<file path="src/pkg/grim_map.svh">
// register offsets, field layout and reset values of the rising-edge mask
//
// How it works
// - mask bit one lets rising input interrupt
// - set at 1Eh, clear at 1Fh
// - clear-address one returns mask bit to zero
// - set-address ones force matching bits high
// - clear-address ones force matching bits low
// - either address reads the same register
// - pins 0-2 at bits 0-2; 3-7 spare
`ifndef GRIM_MAP_SVH
`define GRIM_MAP_SVH

`define GRIM_ADDR_W      8
`define GRIM_DATA_W      8
`define GRIM_PIN_CNT     3
`define GRIM_SET_ADDR    8'h1e
`define GRIM_CLR_ADDR    8'h1f
`define GRIM_MASK_RST    8'h00
`define GRIM_UNMAPPED_RD 8'h00
`define GRIM_PIN_LSB     0
`define GRIM_PIN_MSB     2

`endif

</file>
<file path="src/pkg/grim_pkg.sv">
// types shared by the rising-edge mask block
`default_nettype none
`include "grim_map.svh"

package grim_pkg;

   // one register access from the serial controller port
   typedef struct packed {
      logic [`GRIM_ADDR_W-1:0] addr;
      logic [`GRIM_DATA_W-1:0] wdata;
      logic                    wr;
      logic                    rd;
   } grim_req_t;

   // read answer, one cycle after the read strobe
   typedef struct packed {
      logic [`GRIM_DATA_W-1:0] rdata;
      logic                    rvalid;
   } grim_rsp_t;

   // state of one pin's edge detector
   typedef struct packed {
      logic prev;
      logic primed;
      logic evt;
   } grim_edge_t;

   // state of the top block
   typedef struct packed {
      logic [`GRIM_DATA_W-1:0]  mask;
      grim_rsp_t                rsp;
      logic [`GRIM_PIN_CNT-1:0] irq_evt;
      logic                     irq_any;
   } grim_state_t;

endpackage

`default_nettype wire

</file>
<file path="src/core/grim_edge.sv">
// one pin's false-to-true detector, gated by its mask bit
`default_nettype none
`include "grim_map.svh"

module grim_edge (
   input  wire logic sys_clk,
   input  wire logic rst_b,
   input  wire logic pin,
   input  wire logic en,
   output var  logic evt
);
   import grim_pkg::*;

   grim_edge_t st_reg;
   grim_edge_t st_next;

   always_comb begin
      st_next        = st_reg;
      st_next.prev   = pin;
      // first sample after reset only primes; a pin already high is no edge
      st_next.primed = 1'b1;
      st_next.evt    = st_reg.primed & en & pin & ~st_reg.prev;
   end

   always_ff @(posedge sys_clk or negedge rst_b) begin
      if (!rst_b) begin
         st_reg <= '0;
      end else begin
         st_reg <= st_next;
      end
   end

   assign evt = st_reg.evt;
endmodule

`default_nettype wire

</file>
<file path="src/core/grim_top.sv">
// rising-edge interrupt mask with set and clear addresses, and its edge detectors
`default_nettype none
`include "grim_map.svh"

module grim_top (
   input  wire logic                     sys_clk,
   input  wire logic                     rst_b,
   input  wire grim_pkg::grim_req_t      req,
   input  wire logic [`GRIM_PIN_CNT-1:0] gpio_in,
   output var  grim_pkg::grim_rsp_t      rsp,
   output var  logic [`GRIM_DATA_W-1:0]  mask_out,
   output var  logic [`GRIM_PIN_CNT-1:0] rise_evt,
   output var  logic                     rise_irq
);
   import grim_pkg::*;

   grim_state_t              st_reg;
   grim_state_t              st_next;
   logic [`GRIM_PIN_CNT-1:0] det_evt;
   logic                     hit_set;
   logic                     hit_clr;

   ////////////////////////////////////////////////////////////////////////////
   // address decode

   assign hit_set = (req.addr == `GRIM_SET_ADDR);
   assign hit_clr = (req.addr == `GRIM_CLR_ADDR);

   ////////////////////////////////////////////////////////////////////////////
   // edge detectors, one per mapped pin

   genvar g;
   generate
      for (g = `GRIM_PIN_LSB; g <= `GRIM_PIN_MSB; g++) begin : g_pin
         grim_edge u_edge (
            .sys_clk (sys_clk),
            .rst_b   (rst_b),
            .pin     (gpio_in[g]),
            .en      (st_reg.mask[g]),
            .evt     (det_evt[g])
         );
      end
   endgenerate

   ////////////////////////////////////////////////////////////////////////////
   // next state

   always_comb begin
      st_next = st_reg;
      // ones act, zeros leave bits alone
      if (req.wr && hit_set) begin
         st_next.mask = st_reg.mask | req.wdata;
      end else if (req.wr && hit_clr) begin
         st_next.mask = st_reg.mask & ~req.wdata;
      end
      // spare bits 3-7 are stored and read back but steer nothing
      st_next.rsp.rvalid = req.rd;
      if (req.rd && (hit_set || hit_clr)) begin
         st_next.rsp.rdata = st_reg.mask;
      end else if (req.rd) begin
         st_next.rsp.rdata = `GRIM_UNMAPPED_RD;
      end
      // a read shows the mask as it stood before a write in the same cycle
      st_next.irq_evt = det_evt;
      st_next.irq_any = |det_evt;
   end

   always_ff @(posedge sys_clk or negedge rst_b) begin
      if (!rst_b) begin
         st_reg      <= '0;
         st_reg.mask <= `GRIM_MASK_RST;
      end else begin
         st_reg <= st_next;
      end
   end

   ////////////////////////////////////////////////////////////////////////////
   // outputs, all from flip-flops

   assign rsp      = st_reg.rsp;
   assign mask_out = st_reg.mask;
   assign rise_evt = st_reg.irq_evt;
   assign rise_irq = st_reg.irq_any;
endmodule

`default_nettype wire

</file>
<file path="config.mk">
export PLATFORM = sky130hd
export DESIGN_NAME = grim_top
export DESIGN_NICKNAME = d
export VERILOG_FILES = /design/src/pkg/grim_pkg.sv /design/src/core/grim_edge.sv /design/src/core/grim_top.sv
export VERILOG_INCLUDE_DIRS = /design/src /design/src/pkg
export SDC_FILE = /design/constraint.sdc
export NUM_CORES = 1
export LEC_CHECK = 0
export ABC_CLOCK_PERIOD_IN_PS = 900
export BUFFER_PORTS_ARGS = -buffer_cell sky130_fd_sc_hd__buf_2
export CAP_MARGIN = 40
export CORE_ASPECT_RATIO = 1.2
export CORE_MARGIN = 1
export CORE_UTILIZATION = 46
export CTS_CLUSTER_SIZE = 14
export DETAILED_ROUTE_END_ITERATION = 12
export MAX_ROUTING_LAYER = met4
export PLACE_DENSITY = 0.81
export SETUP_SLACK_MARGIN = 0.2
export SLEW_MARGIN = 40
export SYNTH_ARGS = -nofsm -noshare
export SYNTH_HDL_FRONTEND = slang
export SYNTH_SLANG_ARGS = --single-unit
</file>
<file path="constraint.sdc">
create_clock -name sys_clk -period 0.9 [get_ports sys_clk]
set_input_delay 0.135 -clock sys_clk [delete_from_list [all_inputs] [get_ports sys_clk]]
set_output_delay 0.135 -clock sys_clk [all_outputs]
set_load 0.01 [all_outputs]
</file>
==> results of run 1 <==
layout by cell type (no fill, tap or decap), types with 5 or more instances in the layout:
cell | netlist | layout
buf_4 | 3 | 9
nand3_1 | 8 | 5
buf_2 | 1 | 35
dfrtp_1 | 28 | 28
mux2i_1 | 8 | 8
o22ai_1 | 8 | 6
nand2_2 | 0 | 5
buf_6 | 0 | 11
inv_1 | 16 | 13
final cells by class:
cell class	count	area share, %
sequential	28	44.5
timing repair buffer	58	25.2
multi-input combinational	41	21.8
inverter	16	3.82
tap	30	2.38
clock buffer	4	2.31
how the worst max path moves through the flow:
stage | startpoint | end | slack, ns | depth (start not counted)
after CTS | flip-flop | mask_out[6] | -0.12 | 1
after detailed placement | req[17] | flip-flop | -0.17 | 5
after global placement | req[17] | flip-flop | -0.15 | 5
after floorplan | req[17] | flip-flop | -0.02 | 3
after global routing | flip-flop | mask_out[6] | -0.17 | 1
final | flip-flop | mask_out[4] | -0.14 | 1
routing by layer:
metal / track usage (%) / wire, um
met5: - / 0
met4: 9.31 / 60
met3: 4.22 / 87
met1: 21.4 / 1060
met2: 36.9 / 1480
power groups by stage:
stage,logic [uW],clock network [uW],registers (uW)
final,282,618,1330
after global routing,308,668,1330
after CTS,247,597,1320
after detailed placement,206,0,1350
after global placement,197,0,1350
after floorplan,83.1,0,1360
stage by stage:
step | power (uW) | instances
after global routing | 2310 | 177
after global placement | 1550 | 161
after floorplan | 1440 | 92
final | 2230 | 177
after detailed placement | 1560 | 161
after CTS | 2170 | 176
cells by family after synthesis:
logic type / synth area share (%)
AND/OR/NAND/NOR: 13.7
flip-flops: 64.8
buffers and inverters: 9.14
other: 0.347
multiplexers: 7.41
AO/OA/AOI/OAI: 4.63
repair_timing:
action | CTS | global route
endpoints found under the setup margin | 32 | 41
endpoints found under the hold margin | 31 | 28
resized for setup | 6 | 22
buffers inserted | 8 | 1
pin swaps | 2 | 6
gates cloned | 0 | 0
==> results.py, run 1 <==
metrics = {
    "run_status": {
        "status": "finished with violations",
        "violations": "hold timing, setup timing",
    },
    "timing": {
        "setup_viol": 22,
        "max_freq_ghz": 0.963,
        "rsz0062_at_grt": "yes",
        "worst-slew-pin-transition_ns": 0.597,
        "fin_crit_sh_pct": 115,
        "finalSetupTns_ns": -2.39,
        "final.min_clock_period_ns": 1.04,
        "fin_hold_ws_ns": -0.218,
        "fin_worst_skew_ns": 0.00364,
        "finalHoldViolCount": 28,
        "layout_setup_ws_ns": -0.138,
        "max_slew_margin_pct": 60.2,
        "slew_viol_final": 0,
    },
    "final_layout": {
        "fin_util_pct": 73.6,
        "nFillCells": 133,
        "seq_area_um2": 701,
        "multiInputGateArea_um2": 343,
        "area_growth_pct": 45.6,
        "drive_gt1_share_pct": 51.7,
        "nets": 171,
        "post-route-cell-area_um2": 1570,
        "antenna_cells": 0,
    },
    "floorplan": {
        "die-area_um2": 2550,
        "rows": 18,
        "core_um2": 2140,
        "die_h_um": 55.1,
        "pin_count": 44,
        "die-width_um": 46.3,
        "start_util_pct": 50.5,
    },
    "route": {
        "totalWireLength_um": 2680,
        "drt_iter0_markers": 18,
        "antenna_left": 0,
        "wl_per_cell_um": 15.1,
        "viasPerCell": 5.02,
        "drt-pass1-iter-count": 4,
        "num_vias": 889,
        "route.detailed.drc": 0,
    },
    "power_and_ir_drop": {
        "power_frac_clock_pct": 27.7,
        "p_leak_uw": 0.000866,
        "powerDensity_nw_per_um2": 1410,
        "intPower_uw": 1690,
        "comb_power_share_pct": 12.7,
        "power_frac_seq_pct": 59.6,
        "ir_drop_uv": 989,
        "swShare_pct": 24.2,
        "switching_power_uw": 539,
    },
    "logic_synthesis": {
        "synth_most_common_cell": "dfrtp_1",
        "synth_edf_count": 0,
        "syn_area_um2": 1080,
        "async_reset_ff_share_pct": 100,
        "yosys-top-cells-count": "28 x dfrtp_1, 16 x inv_1, 9 x nand2_1",
        "ys_warn_count": 0,
        "synth_top_area_share_pct": 64.8,
        "avgSynthCellArea_um2": 11.8,
        "synth_cells": 92,
        "ys_ff_latch": 28,
        "syn_nets": 115,
        "synth_ff_type": "dfrtp_1",
        "synth_top_area_cell": "dfrtp_1",
        "yosysUniqueCellTypes": 16,
        "ys_seq_area_share_pct": 64.8,
        "synthTopCellsByArea": "dfrtp_1 65%, mux2i_1 7.4%, inv_1 5.6%",
    },
    "place": {
        "post-dp-hpwl_um": 1520,
        "gp_congestion": 0.771,
        "port-buffer-count": 43,
        "dp_worst_setup_slack_ns": -0.170,
        "detailed_place.area_um2": 1330,
    },
    "clocking": {
        "ctsHoldBuffers": 3,
        "clkTransAtPathRegs_ns": 0.15,
        "cts.sinks": 28,
        "cts_tree": "done",
        "clk_latency_ns": 0.33,
        "clk_path_buf_depth": 2,
        "root_buffer": "clkbuf_4",
        "numCtsBuffers": 3,
        "h-tree-depth": 1,
    },
    "run": {
        "drv_cap": 0,
    },
    "global_routing": {
        "overflow": 0,
        "antenna_found_initial": 0,
        "grt_use_total_pct": 20.6,
        "grt_first_pass_wirelength_um": 3440,
        "grt_pass1_vias": 785,
        "grt_max_degree": 29,
    },
    "setup_path": {
        "crit_slowest_cell": "dfrtp_1",
        "crit_arrival_ns": 0.90,
        "crit_family": "flip-flops",
        "path_cells": "buf_6",
        "r2r_setup_slack_ns": -0.02,
        "crit_required_ns": 0.76,
        "cp_max_fo": 2,
        "critPathLaunchType": "flip-flop",
        "rr_endpoint": "g_pin[0].u_edge.evt",
        "path_buf_inv": 1,
        "critPathCaptureType": "output port",
        "rr_worst_depth": 3,
        "slowest_delay_ns": 0.44,
        "worstSetupPathType": "flip-flop to output port",
    },
    "min_path": {
        "hold_path.class": "input port to asynchronous set/reset pin",
    },
}
Power figures use the tool's default switching activity.
==> run 2: changes to the inputs <==
BUFFER_PORTS_ARGS = -buffer_cell sky130_fd_sc_hd__clkbuf_2   (was -buffer_cell sky130_fd_sc_hd__buf_2)
CAP_MARGIN = 20   (was 40)
==> run 2 against run 1 <==
Net effect: the flow finishes with violations (setup timing); clock skew grew 0.0027 ns; first-iteration DRC count shrank 67%; setup slack better by 0.033 ns; total power rose by 8.2%; critical path type unchanged.
==> results.py, run 2 (synthesis results as in run 1) <==
metrics = {
    "clocking": {
        "cts.sinks": 28,
        "cts_tree": "done",
        "numCtsBuffers": 3,
        "clk_path_buf_depth": 2,
        "root_buffer": "clkbuf_4",
        "h-tree-depth": 1,
        "clkTransAtPathRegs_ns": 0.14,
        "clk_latency_ns": 0.32,
    },
    "setup_path": {
        "path_cells": "clkbuf_2",
        "cp_max_fo": 2,
        "worstSetupPathType": "flip-flop to output port",
        "crit_arrival_ns": 0.87,
        "path_buf_inv": 1,
        "crit_slowest_cell": "dfrtp_1",
        "critPathCaptureType": "output port",
        "crit_required_ns": 0.76,
        "slowest_delay_ns": 0.42,
        "critPathLaunchType": "flip-flop",
        "crit_family": "flip-flops",
    },
    "floorplan": {
        "die-area_um2": 2550,
        "core_um2": 2140,
        "pin_count": 44,
        "die_h_um": 55.1,
        "start_util_pct": 50.5,
        "rows": 18,
        "die-width_um": 46.3,
    },
    "timing": {
        "max_freq_ghz": 0.994,
        "finalHoldViolCount": 0,
        "setup_viol": 23,
        "fin_crit_sh_pct": 112,
        "fin_worst_skew_ns": 0.00634,
        "final.min_clock_period_ns": 1.01,
        "fin_hold_ws_ns": 0.0622,
        "slew_viol_final": 0,
        "rsz0062_at_grt": "yes",
        "layout_setup_ws_ns": -0.106,
        "finalSetupTns_ns": -1.85,
    },
    "route": {
        "antenna_left": 0,
        "route.detailed.drc": 0,
        "num_vias": 883,
        "viasPerCell": 4.77,
        "wl_per_cell_um": 13.7,
        "drt_iter0_markers": 6,
        "drt-pass1-iter-count": 3,
        "totalWireLength_um": 2540,
    },
    "power_and_ir_drop": {
        "power_frac_clock_pct": 33.0,
        "fin_total_pwr_uw": 2410,
        "switching_power_uw": 512,
        "ir_drop_uv": 1120,
        "comb_power_share_pct": 12.0,
        "powerDensity_nw_per_um2": 1480,
        "intPower_uw": 1900,
        "p_leak_uw": 0.000918,
        "power_frac_seq_pct": 55.0,
        "swShare_pct": 21.2,
    },
    "final_layout": {
        "final_cell_mix": "40 x clkbuf_2, 28 x dfrtp_1, 12 x inv_1, 12 x buf_4, 10 x buf_6",
        "drive_gt1_share_pct": 52.3,
        "final_common_cell": "clkbuf_2",
        "antenna_cells": 0,
        "area_growth_pct": 50.2,
        "nets": 179,
        "nFillCells": 121,
    },
    "global_routing": {
        "antenna_found_initial": 0,
        "grt_max_degree": 29,
        "grtUsageMet2_pct": 35.9,
        "grt_pass1_vias": 805,
        "overflow": 0,
        "grt_use_total_pct": 20.3,
        "use_met3_pct": 3.25,
        "grt_first_pass_wirelength_um": 3510,
        "gr-usage-met1_pct": 23.2,
        "top_usage_layer": "met2",
    },
    "run": {
        "drv_cap": 0,
    },
    "place": {
        "port-buffer-count": 43,
        "gp_congestion": 0.790,
        "post-dp-hpwl_um": 1570,
    },
    "run_status": {
        "violations": "setup timing",
        "status": "finished with violations",
    },
    "min_path": {
        "hold_path.class": "input port to flip-flop",
    },
}
-- run 2: cell count changes in the layout (fill, tap and decap cells not counted), sizes merged --
cell,before,now
buf,55,22
bufinv,0,1
clkbuf,4,43
dlygate4sd3,3,4
-- run 2: layout make-up --
class | count | area, um^2 | area share [%]
inverters | 16 | 62.6 | 3.85
well taps | 30 | 37.5 | 2.31
repair buffers | 66 | 443 | 27.3
multi-input cells | 41 | 328 | 20.2
flip-flops and latches | 28 | 701 | 43.1
clock inverters | 1 | 30.0 | 1.85
clock buffers | 3 | 22.5 | 1.39
-- run 2: layer usage --
metal	part of all wire, %	wire (um)	up-vias
li1	-	-	429
met1	40	1020	424
met2	56	1420	26
met3	1.8	45	4
met4	2.0	52	0
met5	0	0	-
-- run 2: per-stage QoR --
stage	util (%)	area, um^2	setup slack (ns)	instances
after floorplan	-	1110	-0.0245	92
after global placement	62.5	1340	-0.139	162
after detailed placement	62.5	1340	-0.172	162
after CTS	71.4	1530	-0.114	181
after global routing	75.9	1620	-0.153	185
final	75.9	1620	-0.106	185
-- run 2: repair_timing --
| item | 4_1_cts | 5_1_grt |
|---|---|---|
| hold buffers | 4 | 0 |
| pin swaps | 5 | 2 |
| setup buffers | 11 | 4 |
| resized for setup | 7 | 19 |
| endpoints found under the hold margin | 31 | 0 |
| setup endpoints to repair | 33 | 41 |
-- run 2: final timing paths --
check | start | end | slack [ns] | cells after the start
worst max-delay path | flip-flop | mask_out[2] | -0.11 | 1
worst min-delay path | req[2] | flip-flop | 0.06 | 3
worst max register to register | flip-flop | rsp[5] | -0.02 | 4
worst min register to register | g_pin[1].u_edge.evt | rise_evt[1] | 0.40 | 0
max in group asynchronous | rst_b | g_pin[0].u_edge.st_reg[2] | 0.31 | 3
min in group asynchronous | rst_b | rsp[0] | 0.33 | 3
-- run 2: power by group through the flow --
stage / logic [uW] / clock network, uW / registers [uW]
detailed placement: 208 / 0 / 1350
finish: 288 / 795 / 1330
global route: 317 / 860 / 1330
CTS: 264 / 808 / 1320
floorplan: 83.1 / 0 / 1360
global placement: 200 / 0 / 1350
==> run 3: changes to the inputs <==
GPL_TIMING_DRIVEN = 0   (was not set)
RECOVER_POWER = 25   (was not set)
==> run 3 against run 2 <==
Net effect: the run ends with hold timing, setup timing left; critical path depth up 1; clock-buffer cell count did not move; total power rose by 4.8%; clock power increased by 5.4%; maximum frequency is 12% lower; combinational power up 22%; routed wire length increased by 40%; final area increased by 6.6%; largest cell class unchanged.
==> results.py, run 3 (synthesis results as in run 1) <==
metrics = {
    "place": {
        "post-dp-hpwl_um": 1520,
        "gp_congestion": 0.761,
        "port-buffer-count": 42,
    },
    "run_status": {
        "status": "finished with violations",
        "violations": "hold timing, setup timing",
    },
    "setup_path": {
        "crit_required_ns": 0.76,
        "worstSetupPathType": "flip-flop to output port",
        "cp_max_fo": 2,
        "crit_arrival_ns": 1.00,
        "cp_common_cell": "buf_6",
        "critPathLaunchType": "flip-flop",
        "path_cells": "buf_6, buf_6",
        "critPathCaptureType": "output port",
        "slowest_delay_ns": 0.44,
        "crit_slowest_cell": "dfrtp_1",
    },
    "final_layout": {
        "final_cell_mix": "34 x clkbuf_2, 28 x dfrtp_1, 21 x buf_6, 9 x inv_1, 8 x mux2i_1",
        "antenna_cells": 0,
        "area_growth_pct": 60.2,
        "nets": 183,
        "drive_gt1_share_pct": 56.0,
        "final_common_cell": "clkbuf_2",
    },
    "global_routing": {
        "antenna_found_initial": 0,
        "grt_first_pass_wirelength_um": 3900,
        "grt_use_total_pct": 23.4,
        "grt_pass1_vias": 845,
        "grtUsageMet2_pct": 40.4,
        "gr-usage-met1_pct": 24.8,
        "top_usage_layer": "met2",
        "grt_max_degree": 29,
        "overflow": 0,
        "use_met3_pct": 7.14,
    },
    "clocking": {
        "numCtsBuffers": 3,
        "clkTransAtPathRegs_ns": 0.16,
        "cts_tree": "done",
        "clk_latency_ns": 0.33,
        "clk_path_buf_depth": 2,
        "h-tree-depth": 1,
        "ctsHoldBuffers": 4,
        "cts.sinks": 28,
        "root_buffer": "clkbuf_4",
    },
    "route": {
        "drt-pass1-iter-count": 4,
        "route.detailed.drc": 0,
        "drt_iter0_markers": 32,
        "totalWireLength_um": 3550,
        "viasPerCell": 5.37,
        "wl_per_cell_um": 18.8,
        "num_vias": 1014,
        "antenna_left": 0,
    },
    "timing": {
        "worst-slew-pin-transition_ns": 0.679,
        "final.min_clock_period_ns": 1.14,
        "finalHoldViolCount": 28,
        "max_freq_ghz": 0.878,
        "fin_crit_sh_pct": 127,
        "layout_setup_ws_ns": -0.239,
        "fin_worst_skew_ns": 0.00581,
        "rsz0062_at_grt": "yes",
        "setup_viol": 30,
        "slew_viol_final": 0,
        "finalSetupTns_ns": -3.31,
        "fin_hold_ws_ns": -0.202,
        "max_slew_margin_pct": 54.8,
    },
    "floorplan": {
        "core_um2": 2140,
        "die_h_um": 55.1,
        "start_util_pct": 50.5,
        "die-width_um": 46.3,
        "die-area_um2": 2550,
        "pin_count": 44,
        "rows": 18,
    },
    "power_and_ir_drop": {
        "ir_drop_uv": 1460,
        "powerDensity_nw_per_um2": 1460,
        "p_leak_uw": 0.000949,
    },
    "run": {
        "drv_cap": 0,
    },
    "min_path": {
        "hold_path.class": "input port to asynchronous set/reset pin",
    },
}
==> run 3: cell count changes in the layout (fill, tap and decap cells not counted), sizes merged <==
cell,previous run,this run
buf,22,30
clkbuf,43,39
==> run 3: worst paths after layout <==
check	start	slack, ns	cells past startpoint	endpoint
worst max-delay path	flip-flop	-0.24	2	mask_out[0]
worst min-delay path	rst_b	-0.20	1	rsp[5]
worst max register to register	flip-flop	-0.08	3	g_pin[1].u_edge.evt
worst min register to register	g_pin[0].u_edge.evt	0.48	0	rise_evt[0]
max in group asynchronous	rst_b	0.66	1	asynchronous set/reset pin
min in group sys_clk	req[9]	0.02	3	flip-flop
==> run 3: layout make-up <==
class,instances,area (um^2)
Fill cell,102,408
Sequential cell,28,701
Clock buffer,3,22.5
Timing Repair Buffer,63,468
Multi-Input combinational cell,41,343
Clock inverter,1,30.0
Buffer,7,67.6
Inverter,16,62.6
Tap cell,30,37.5
==> run 3: where the power goes <==
part           total (uW)  switching [uW]  leakage [uW]  internal [uW]
Combinational         350             168      0.000586            183
Sequential           1340            33.0      0.000335           1300
Clock                 838             387     0.0000279            451
==> run 3: stage by stage <==
| stage | power, uW | worst slack (ns) | instance area, um^2 | util, % | std cells |
|---|---|---|---|---|---|
| finish | 2520 | -0.239 | 1730 | 80.9 | 189 |
| global route | 2610 | -0.278 | 1730 | 80.9 | 189 |
| CTS | 2400 | -0.208 | 1560 | 73.0 | 181 |
| detailed placement | 1570 | -0.273 | 1360 | 63.5 | 164 |
| global placement | 1560 | -0.257 | 1360 | 63.5 | 164 |
| floorplan | 1440 | -0.0245 | 1110 | - | 92 |
==> run 3: layer usage <==
| layer | vias up | wire (um) |
|---|---|---|
| met2 | 66 | 1830 |
| li1 | 432 | - |
| met3 | 14 | 215 |
| met1 | 502 | 1380 |
| met4 | 0 | 116 |
| met5 | - | 0 |
==> run 3: timing repair <==
action                                  in CTS  in global routing
gates resized for setup                     14                 33
hold endpoints to repair                    32                 28
endpoints found under the setup margin      33                 41
setup buffers                                9                  8
pin swaps                                    8                  6
==> run 3: critical path, delay by kind of cell, from the launching register on <==
kind | cells | cell delay (ns)
buf+inv | 2 | 0.24
flops | 1 | 0.44
